File: src/hdl/sdwl_consts.svh
/*
  Constants shared by both ends of the serial converter word link.
  Assumes the 250 MHz sys_clk and that this header is included by bare name.
*/
`ifndef SDWL_CONSTS_SVH
`define SDWL_CONSTS_SVH

`define SDWL_WORD_BITS 16
`define SDWL_CNT_W 5
`define SDWL_MSB 15
`define SDWL_WORD_RESET 16'h0000
`define SDWL_BIPOLAR_ZERO 16'h8000
`define SDWL_CLK_PERIOD_NS 4
`define SDWL_SCK_HALF_NS 80
`define SDWL_SCK_HALF_CYC ((`SDWL_SCK_HALF_NS + `SDWL_CLK_PERIOD_NS - 1) / `SDWL_CLK_PERIOD_NS)
`define SDWL_DIV_W 8
`define SDWL_STROBE_GAP_CYC 16

`endif

File: src/hdl/sdwl_pkg.sv
/*
  Types shared by both ends of the serial converter word link.
  Assumes sdwl_consts.svh is on the include path.
*/
`include "sdwl_consts.svh"

package sdwl_pkg;

  typedef logic [`SDWL_MSB:0] sdwl_word_t;

  typedef enum logic [4:0] {
    SDWL_IDLE = 5'h01,
    SDWL_SETUP = 5'h02,
    SDWL_LOW = 5'h04,
    SDWL_HIGH = 5'h08,
    SDWL_STROBE = 5'h10
  } sdwl_hstate_t;

  typedef struct packed {
    logic [1:0] selSync;
    logic [1:0] sckSync;
    logic [1:0] dinSync;
    logic [1:0] strobeSync;
    logic selPrev;
    logic sckPrev;
    logic strobePrev;
    sdwl_word_t shift;
    logic [`SDWL_CNT_W-1:0] count;
    sdwl_word_t latch;
    logic loaded;
  } sdwl_dev_t;

  typedef struct packed {
    sdwl_hstate_t state;
    sdwl_word_t shift;
    logic [`SDWL_CNT_W-1:0] count;
    logic [`SDWL_DIV_W-1:0] div;
    logic useStrobe;
    logic selN;
    logic sck;
    logic din;
    logic strobeN;
    logic busy;
    logic done;
  } sdwl_host_t;

endpackage

File: src/hdl/sdwl_if.sv
/*
  Link between host and converter: select, shift clock, data, update strobe.
  Assumes the host drives every wire and the converter only listens.
*/
interface sdwl_if;
  logic selN;
  logic sck;
  logic din;
  logic latchUpdateStrobeN;

  modport host (
    output selN,
    output sck,
    output din,
    output latchUpdateStrobeN
  );

  modport dev (
    input selN,
    input sck,
    input din,
    input latchUpdateStrobeN
  );
endinterface

File: src/hdl/sdwl_host.sv
/*
  Host end: sends one sixteen-bit word per request, optional strobe update.
  Assumes requests come from logic on sys_clk.
*/
`include "sdwl_consts.svh"

module sdwl_host
  import sdwl_pkg::*;
(
  // System
  input wire logic sys_clk,
  input wire logic rst,
  // Link
  sdwl_if.host link,
  // User side
  input wire logic sendReq,
  input sdwl_word_t sendWord,
  input wire logic sendUseStrobe,
  output logic busy,
  output logic done
);

  // ***************************************************
  // State
  // ***************************************************
  sdwl_host_t s_r;
  sdwl_host_t s_nxt;
  logic halfDone;

  always_comb begin
    s_nxt = s_r;
    s_nxt.done = 1'b0;
    halfDone = s_r.div == `SDWL_DIV_W'(`SDWL_SCK_HALF_CYC - 1);
    s_nxt.div = halfDone ? '0 : s_r.div + `SDWL_DIV_W'(1);
    case (s_r.state)
      SDWL_IDLE: begin
        s_nxt.div = '0;
        if (sendReq) begin
          s_nxt.shift = sendWord;
          s_nxt.useStrobe = sendUseStrobe;
          s_nxt.count = '0;
          s_nxt.selN = 1'b0;
          s_nxt.strobeN = 1'b1;
          s_nxt.busy = 1'b1;
          s_nxt.state = SDWL_SETUP;
        end
      end
      SDWL_SETUP: begin
        if (halfDone) begin
          s_nxt.din = s_r.shift[`SDWL_MSB];
          s_nxt.state = SDWL_LOW;
        end
      end
      SDWL_LOW: begin
        if (halfDone) begin
          s_nxt.sck = 1'b1;
          s_nxt.shift = {s_r.shift[`SDWL_MSB-1:0], 1'b0};
          s_nxt.count = s_r.count + `SDWL_CNT_W'(1);
          s_nxt.state = SDWL_HIGH;
        end
      end
      SDWL_HIGH: begin
        if (halfDone) begin
          s_nxt.sck = 1'b0;
          if (s_r.count == `SDWL_CNT_W'(`SDWL_WORD_BITS)) begin
            s_nxt.selN = 1'b1;
            s_nxt.state = s_r.useStrobe ? SDWL_STROBE : SDWL_IDLE;
            s_nxt.busy = s_r.useStrobe;
            s_nxt.done = ~s_r.useStrobe;
          end else begin
            s_nxt.din = s_r.shift[`SDWL_MSB];
            s_nxt.state = SDWL_LOW;
          end
        end
      end
      SDWL_STROBE: begin
        if (halfDone) begin
          if (s_r.strobeN) begin
            s_nxt.strobeN = 1'b0;
          end else begin
            s_nxt.strobeN = 1'b1;
            s_nxt.busy = 1'b0;
            s_nxt.done = 1'b1;
            s_nxt.state = SDWL_IDLE;
          end
        end
      end
      default: begin
        s_nxt.state = SDWL_IDLE;
      end
    endcase
  end

  always_ff @(posedge sys_clk or posedge rst) begin
    if (rst) begin
      s_r <= '{state: SDWL_IDLE, shift: `SDWL_WORD_RESET, count: '0, div: '0,
               useStrobe: 1'b0, selN: 1'b1, sck: 1'b0, din: 1'b0,
               strobeN: 1'b1, busy: 1'b0, done: 1'b0};
    end else begin
      s_r <= s_nxt;
    end
  end

  // ***************************************************
  // Outputs
  // ***************************************************
  assign link.selN = s_r.selN;
  assign link.sck = s_r.sck;
  assign link.din = s_r.din;
  assign link.latchUpdateStrobeN = s_r.strobeN;
  assign busy = s_r.busy;
  assign done = s_r.done;

endmodule

File: src/flat_wrapper.sv
// flat-port wrapper written by rule: the top's interface ports become plain ports
module sdwl_host_flat import sdwl_pkg::*;
  (sys_clk, rst, sendReq, sendWord, sendUseStrobe, busy, done, link_selN, link_sck, link_din, link_latchUpdateStrobeN);
  sdwl_if link_i ();
  input wire logic sys_clk;
  input wire logic rst;
  input wire logic sendReq;
  input sdwl_word_t sendWord;
  input wire logic sendUseStrobe;
  output logic busy;
  output logic done;
  output wire logic [$bits(link_i.selN)-1:0] link_selN;
  output wire logic [$bits(link_i.sck)-1:0] link_sck;
  output wire logic [$bits(link_i.din)-1:0] link_din;
  output wire logic [$bits(link_i.latchUpdateStrobeN)-1:0] link_latchUpdateStrobeN;
  assign link_selN = link_i.selN;
  assign link_sck = link_i.sck;
  assign link_din = link_i.din;
  assign link_latchUpdateStrobeN = link_i.latchUpdateStrobeN;
  sdwl_host u_core (.sys_clk(sys_clk), .rst(rst), .link(link_i), .sendReq(sendReq), .sendWord(sendWord), .sendUseStrobe(sendUseStrobe), .busy(busy), .done(done));
endmodule
File: config.mk
export PLATFORM = sky130hd
export DESIGN_NAME = sdwl_host_flat
export DESIGN_NICKNAME = d
export VERILOG_FILES = /design/src/hdl/sdwl_pkg.sv /design/src/hdl/sdwl_if.sv /design/src/hdl/sdwl_host.sv /design/src/flat_wrapper.sv
export VERILOG_INCLUDE_DIRS = /design/src /design/src/hdl
export SDC_FILE = /design/constraint.sdc
export NUM_CORES = 1
export LEC_CHECK = 0
export ABC_AREA = 0
export BUFFER_PORTS_ARGS = -buffer_cell sky130_fd_sc_hd__buf_2
export CELL_PAD_IN_SITES_DETAIL_PLACEMENT = 0
export CELL_PAD_IN_SITES_GLOBAL_PLACEMENT = 1
export CORE_UTILIZATION = 30
export CTS_BUF_LIST = sky130_fd_sc_hd__clkbuf_4
export DETAILED_ROUTE_END_ITERATION = 10
export PLACE_DENSITY_LB_ADDON = 0.15
export SLEW_MARGIN = 20
export SYNTH_ARGS = -nofsm -noshare
export SYNTH_HDL_FRONTEND = slang
export SYNTH_SLANG_ARGS = --single-unit
File: constraint.sdc
create_clock -name sys_clk -period 4.45 [get_ports sys_clk]
set_input_delay 0.2225 -clock sys_clk [delete_from_list [all_inputs] [get_ports sys_clk]]
set_output_delay 0.2225 -clock sys_clk [all_outputs]
set_load 0.01 [all_outputs]
-- Word-level counts from Yosys, hierarchy flattened
Index checks and enable logic that the tools add are counted.
- $add $sub $neg: 2
- equal/unequal tests: 15
- multiplexer cells: 30
- bitwise logic cells: 1
- reductions and logical operators: 14
- operator list (cell ; number):
    two-way mux 26 bit ; 2
    case mux 21 bit (2 select lines) ; 1
    two-way mux 5 bit ; 6
    case mux 5 bit (5 select lines) ; 1
    AND reduction 6 bit ; 2
    == test 5 bit, second input constant ; 2
    two-way mux 2 bit ; 5
    != test 2 x 1 -> 1 bit, second input constant ; 5
    case mux 1 bit (2 select lines) ; 5
    nonzero test 2 bit ; 5
    two-way mux 9 bit ; 1
    AND reduction 3 bit ; 3
    adder 8 x 1 -> 8 bit, second input constant ; 1
    == test 8 x 5 -> 1 bit, second input constant ; 1
    two-way mux 8 bit ; 1
    AND reduction 4 bit ; 2
    two-way mux 3 bit ; 2
    != test 2 bit, second input constant ; 3
    adder 5 x 1 -> 5 bit, second input constant ; 1
    == test 5 x 1 -> 1 bit, second input constant ; 1
    == test 5 x 2 -> 1 bit, second input constant ; 1
    == test 5 x 3 -> 1 bit, second input constant ; 1
    == test 5 x 4 -> 1 bit, second input constant ; 1
    two-way mux 1 bit ; 5
    other kinds (4) ; 4
- bits in registers: 41
- output and inout port bits: 6
- word-level logic and storage cells: 73

-- Longest topological paths before layout
Gate-level depths: netlist of run 1.
- depth after elaboration: 4
- gate-level depth with buffers: 7

-- Worst setup path after synthesis of run 1
Ideal clock, no wire load.
- path kind: reg2reg
- from: register u_core.s_r[39] (netlist name)
- to: register u_core.s_r[18] (netlist name)
- library setup time: 0.066 ns
- data arrival time: 2.018 ns
- required time: 4.384 ns
- path slack: 2.366 ns
- cell stages (with the launch flop): 6
- path buffers: 0
- cells stage by stage: dfrtp_1 > or4b_4 > nor4_4 > o21ai_2 > or4_1 > nand2_1
- cells in the longest elaborated chain, start to end: 3
- RTL lines (what ; line ; source):
    start, declared ; sdwl_host.sv:26 ; sdwl_host_t s_r;
    start signal, assigned ; sdwl_host.sv:96 ; s_r <= '{state: SDWL_IDLE, shift: `SDWL_WORD_RESET, count: '0, div: '0,
    start signal, assigned ; sdwl_host.sv:100 ; s_r <= s_nxt;
    == test 5 x 3 -> 1 bit or == test 5 x 1 -> 1 bit (tied branches) ; sdwl_host.sv:35 ; case (s_r.state)
    != test 2 x 1 -> 1 bit (no line), or another cell as far along ; n/a ;
    AND reduction 3 bit (no line) ; n/a ;
Several ways; a longest one is shown, not always the timed one.
A chain may end at the register's enable or synchronous reset.

-- Final worst setup path of run 1
- from: register u_core.s_r[38] (netlist name)
- to: register u_core.s_r[18] (netlist name)
Same word-level chain as after synthesis.

==> flow_summary.toml, run 1 <==
[outcome]
status = "complete, no violations"

[critical_path]
path_buf_inv = 1
rrSetupSlack_ns = 2.04
slowest_stage = "dfrtp_1"
slowest_delay_ns = 0.55
critical_path.top_delay_family = "simple AND/OR/NAND/NOR gates"
worstSetupStartpoint = "u_core.s_r[38]$_DFFE_PP0P_"
start_kind = "flip-flop"
path_class = "flip-flop to flip-flop"
critPathMaxFanout = 37
path_depth = 6
r2r-start = "u_core.s_r[38]$_DFFE_PP0P_"
cp_cell_sequence = "or4b_4 -> nor4_4 -> o21ai_2 -> buf_4 -> or4_1 -> nand2_1"
cp-end-kind = "flip-flop"
cp.required_ns = 4.74
reg2reg_depth = 6
r2r-end = "u_core.s_r[18]$_DFFE_PP0P_"
worstPathArrival_ns = 2.70

[sta]
fin_crit_ns = 2.41
setup_ws_ns = 2.04
slew_violations = 0
max_slew_margin_pct = 55.8
rsz0062_at_grt = "false"
post-route-period-util_pct = 54.1
worst_clock_skew_ns = 0.00268
fmax_ghz = 0.415
worstMarginPinSlew_ns = 0.646
setup_violations = 0
final.setup.tns_ns = 0
final_hold_viol_count = 0
hold_slack_ns = 0.0688

[power_and_ir_drop]
leakage_uw = 0.00103
power_frac_comb_pct = 31.7
ir_drop_mv = 0.203
power.share.sequential_pct = 47.7
p_sw_share_pct = 36.6
p_per_area_nw_per_um2 = 497
switchingPower_uw = 431
finalPower_uw = 1180
p_int_uw = 746
p_clk_share_pct = 20.6

[synth]
synth-compound-area-share_pct = 13.3
synth-simple-area-share_pct = 19.9
syn_area_per_cell_um2 = 9.95
synth_top_cell_by_area = "dfrtp_1"
ys_types = 43
syn_nets = 232
netlist_instances = 209
syn_area_um2 = 2080
synth_edf_count = 0
synth_ff_type = "dfrtp_1"
yosysWarnings = 0
synth_top_family_by_area = "simple AND/OR/NAND/NOR gates"
ys_seq_area_share_pct = 49.5
synth.area.mux_share_pct = 8.84
synth_xor_xnor_area_share_pct = 3.37
ys_async_sr_fraction_pct = 100
synth_top_area_share_pct = 45.7
ys_top_cells_by_area = "dfrtp_1 (46%), mux2i_1 (7.2%), o21ai_0 (5.1%), nand2_1 (4.7%), dfstp_2 (3.8%)"
synthAdderAreaFrac_pct = 1.81
synth-seq-cells = 41

[drt]
postRouteAntennaNets = 0
post_drt_via_cell_ratio = 4.86
drt_pass1_iterations = 4
wl_per_cell_um = 13.9
drc_errors = 0
totalWireLength_mm = 4.35
drt_iter0_drc = 56
vias = 1516

[finish]
diodes = 0
layout-drive-gt1-share_pct = 19.6
final_cells = 312
nNetsFinal = 257
area_delta_synth_final_pct = 14.0

[global_routing]
antenna_found_initial = 0
grt_pass1_wl_mm = 7.32
grt_max_degree = 42
overflow = 0
grt_pass1_vias = 1462
track_usage_pct = 13.1

[placed_design]
pre_cts_slack_ns = 2.06
io_buffers = 25
dp_hpwl_mm = 3.02
gp_congestion = 0.728
dpl.cell_count = 303

[clocking]
htree_num_levels = 2
clk_pin_slew_ns = 0.12
clk_path_buf_depth = 2
ctsResizeCount = 0
cts_num_sinks = 41
clock_latency_ns = 0.34
root_buffer = "clkbuf_4"
numCtsBuffers = 5
tritoncts = "yes"
post_cts_buffers = 0

[floorplan]
initial_utilization_pct = 31.8
fp.dieArea_um2 = 7270
rows = 29
ios = 26
die_x_um = 85.3
core_um2 = 6530
dieHeight_um = 85.3

[min_path]
holdPathEnd = "u_core.s_r[6]$_DFFE_PP0P_"
hp-class = "primary input to flip-flop"
holdCritStartpoint = "sendUseStrobe"
hold_path_depth = 3

[run]
maxCapViolations = 0
## power by group through the flow
stage | clock network [uW] | logic (uW) | registers, uW
after floorplan | 0 | 328 | 525
after global placement | 0 | 384 | 566
after detailed placement | 0 | 387 | 568
after CTS | 258 | 386 | 561
after global routing | 271 | 435 | 577
final | 243 | 373 | 561
## routing by layer
layer	wire length [um]	vias to the layer above	track usage [%]	share of wire, %
met3	194	5	3.70	4.5
li1	-	789	-	-
met5	0	-	0	0
met4	55	0	4.09	1.3
met2	1890	28	19.8	43
met1	2210	694	18.3	51
## synthesized netlist by cell type (2+ instances only)
master and count:
dfrtp_1 38, nand2_1 26, o21ai_0 21, nor2_1 18, mux2i_1 15, clkbuf_1 10
inv_1 7, and3_1 6, nand3_1 6, o211ai_1 5, a21oi_1 4, nand3b_1 4
or4_1 4, xnor2_1 4, xor2_1 4, dfstp_2 3, ha_1 3, mux2_2 3
a22o_1 2, nor3_1 2, nor4_1 2
## flip-flops by register name, summed over array words and instances, names as in the netlist
name / cells
u_core.link.selN: 1
u_core.busy: 1
u_core.link.din: 1
u_core.link.sck: 1
u_core.link.latchUpdateStrobeN: 1
u_core.done: 1
u_core.s_r: 35
## layout make-up
class,count,area (um2)
fill,685,4160
clock buffer,6,45.0
sequential,41,1030
timing repair buffer,29,158
inverter,7,26.3
tap,77,96.3
multi-input combinational,150,981
clock inverter,2,33.8
## repair_timing
action	CTS	global route
endpoints found under the setup margin	0	0
hold buffers	1	0
endpoints found under the hold margin	38	0
## per-stage QoR
step	utilization (%)	instance area [um2]
after detailed placement	34.9	2280
after floorplan	-	2080
after CTS	36.3	2370
after global placement	34.9	2280
final	36.3	2370
after global routing	36.3	2370
## cells by family (layout without fill, tap and decap cells)
| family | count (synthesis) | after routing |
|---|---|---|
| AOI/OAI and AO/OA | 44 | 44 |
| xor gates and xnor gates | 8 | 8 |
| adders and majority gates | 3 | 3 |
| buffers and inverters | 18 | 44 |
| DFF | 41 | 41 |
| muxes | 18 | 18 |
| and+or+nand+nor | 77 | 77 |
## how the worst max path moves through the flow
stage / endpoint
floorplan: u_core.s_r[18]$_DFFE_PP0P_
global placement: u_core.s_r[19]$_DFFE_PP0P_
detailed placement: u_core.s_r[18]$_DFFE_PP0P_
CTS: u_core.s_r[18]$_DFFE_PP0P_
global route: u_core.s_r[18]$_DFFE_PP0P_
finish: u_core.s_r[18]$_DFFE_PP0P_
## worst register-to-register path, cell delays in order, from the launching register on
cell and delay (ns):
dfrtp_1 0.55, or4b_4 0.55, nor4_4 0.34, o21ai_2 0.07
buf_4 0.23, or4_1 0.53, nand2_1 0.07
## cell usage in the layout, fill, tap and decap left out, types with 4 or more instances in the layout
cell,synthesis,layout
buf_2,1,25
mux2i_1,15,15
or4_1,4,4
dfrtp_1,38,38
nand2_1,26,26
xor2_1,4,4
a21oi_1,4,4
inv_1,7,6
nor2_1,18,18
clkbuf_4,0,6
xnor2_1,4,4
nand3b_1,4,4
o21ai_0,21,21
and3_1,6,6
o211ai_1,5,5
nand3_1,6,6
No activity file was read; power rests on OpenSTA's default activity.
==> run 2, diff against run 1 <==
==> constraint.sdc (replaced) <==
create_clock -name sys_clk -period 2.43 [get_ports sys_clk]
set_input_delay 0.1215 -clock sys_clk [delete_from_list [all_inputs] [get_ports sys_clk]]
set_output_delay 0.1215 -clock sys_clk [all_outputs]
set_load 0.01 [all_outputs]
==> run 2 against run 1 <==
  * Flip-flop and latch count stayed put
  * Final area rose by 3.4%
  * Power grew 84%
  * Critical endpoint is now u_core.s_r[19]$_DFFE_PP0P_
==> flow_summary.toml, run 2 (synthesized netlist as in run 1, its figures left out) <==
[outcome]
status = "complete, no violations"

[drt]
post_drt_via_cell_ratio = 4.92
vias = 1588
wl_per_cell_um = 13.8
drt_pass1_iterations = 4
postRouteAntennaNets = 0
drt-met1-wl_mm = 2.20
dr.max_layer_used = "met4"
drt_iter0_drc = 60
wl_met2_mm = 2.03
drc_errors = 0
routed-wl-met3_um = 168
totalWireLength_mm = 4.46

[finish]
top_register = "u_core.s_r"
diodes = 0
layout-drive-gt1-share_pct = 22.8
largest_reg_flops = 35
final_cell_mix = "dfrtp_1 (38), nand2_1 (26), buf_2 (25)"
layout_commonest_cell = "dfrtp_1"
fin_util_pct = 37.5
nNetsFinal = 268
area_delta_synth_final_pct = 17.9

[critical_path]
critPathMaxFanout = 9
cp.required_ns = 2.72
path_depth = 5
worstPathArrival_ns = 2.57
cp-end-kind = "flip-flop"
path_class = "flip-flop to flip-flop"
start_kind = "flip-flop"
slowest_delay_ns = 0.60
critical_path.top_delay_family = "simple AND/OR/NAND/NOR gates"
slowest_stage = "or4b_4"
path_buf_inv = 0
cp_cell_sequence = "or4b_4 -> nor4_4 -> o21ai_2 -> or4_1 -> nand2_1"
reg2reg_depth = 5

[floorplan]
dieHeight_um = 85.3
initial_utilization_pct = 31.8
core_um2 = 6530
rows = 29
die_x_um = 85.3
ios = 26
fp.dieArea_um2 = 7270

[sta]
worst_clock_skew_ns = 0.0163
fin_crit_ns = 2.28
final_hold_viol_count = 0
rsz0062_at_grt = "false"
setup_violations = 0
post-route-period-util_pct = 93.9
fmax_ghz = 0.438
slew_violations = 0
max_slew_margin_pct = 63.7
worstMarginPinSlew_ns = 0.545
final.setup.tns_ns = 0

[clocking]
tritoncts = "yes"
ctsResizeCount = 0
root_buffer = "clkbuf_4"
clock_latency_ns = 0.35
cts_num_sinks = 41
clk_pin_slew_ns = 0.14
numCtsBuffers = 5
post_cts_buffers = 0
clk_path_buf_depth = 2
htree_num_levels = 2

[power_and_ir_drop]
leakage_uw = 0.00107
p_per_area_nw_per_um2 = 882
finalPower_uw = 2160
ir_drop_mv = 0.309

[run]
maxCapViolations = 0

[global_routing]
grt_max_degree = 42
track_usage_pct = 13.8
grt_pass1_vias = 1610
grt_pass1_wl_mm = 7.93
overflow = 0
antenna_found_initial = 0

[min_path]
hold_path_depth = 3
hp-class = "primary input to flip-flop"

[placed_design]
dp_hpwl_mm = 3.17
io_buffers = 25
gp_congestion = 0.823
==> run 2: cell count changes in the layout (fill, tap and decap cells not counted), sizes merged <==
| cell | change |
|---|---|
| buf | +9 |
| dlygate4sd3 | +2 |
| bufinv | -1 |
| clkbuf | +1 |
| clkinv | -1 |
| clkinvlp | +1 |
==> run 2: worst reg2reg max path, stage by stage, from the launching register on <==
cell and delay, ns:
dfrtp_1 0.48, or4b_4 0.60, nor4_4 0.35, o21ai_2 0.17
or4_1 0.53, nand2_1 0.08
==> run 2: final cells by class <==
type,instances,area [um2]
fillers,692,4080
repair buffers,40,258
well taps,77,96.3
multi-input cells,150,981
inverters,7,26.3
flip-flops and latches,41,1030
clock inverters,1,7.51
clock buffers,7,52.6
==> run 2: path summary, 6_finish.rpt <==
check | start | to | slack, ns
max reg2reg | u_core.s_r[39]$_DFFE_PP0P_ | u_core.s_r[19]$_DFFE_PP0P_ | 0.15
max in group asynchronous | rst | u_core.s_r[36]$_DFFE_PP1P_ | 1.61
min reg2reg | u_core.s_r[7]$_DFF_PP0_ | u_core.s_r[7]$_DFF_PP0_ | 0.47
min in group asynchronous | rst | u_core.s_r[22]$_DFFE_PP0P_ | 0.43
max | u_core.s_r[39]$_DFFE_PP0P_ | u_core.s_r[19]$_DFFE_PP0P_ | 0.15
min | sendWord[10] | u_core.s_r[30]$_DFFE_PP0P_ | 0.06
==> run 2: stage by stage <==
| stage | cell area (um2) | hold slack, ns | setup slack (ns) | instances |
|---|---|---|---|---|
| after global routing | 2450 | 0.0572 | 0.0377 | 323 |
| after floorplan | 2080 | 0.227 | 0.346 | 209 |
| after global placement | 2360 | 0.287 | 0.233 | 312 |
| final | 2450 | 0.0581 | 0.148 | 323 |
| after CTS | 2450 | 0.0389 | 0.154 | 323 |
| after detailed placement | 2360 | 0.289 | 0.191 | 312 |
==> run 2: power by group <==
group | leakage (uW) | switching (uW) | internal (uW)
registers | 0.000525 | 106 | 874
logic | 0.000516 | 483 | 332
clock network | 0.0000324 | 229 | 137
total | 0.00107 | 818 | 1340
==> run 2: metal layers <==
| layer | vias to the layer above | track usage [%] |
|---|---|---|
| met5 | - | 0 |
| met4 | 0 | 4.09 |
| met3 | 6 | 3.40 |
| met2 | 30 | 21.1 |
| met1 | 735 | 19.5 |
| li1 | 817 | - |
==> run 2: repair_timing <==
action	in CTS	in global routing
hold endpoints to repair	40	0
endpoints found under the setup margin	0	0
hold buffers	3	0
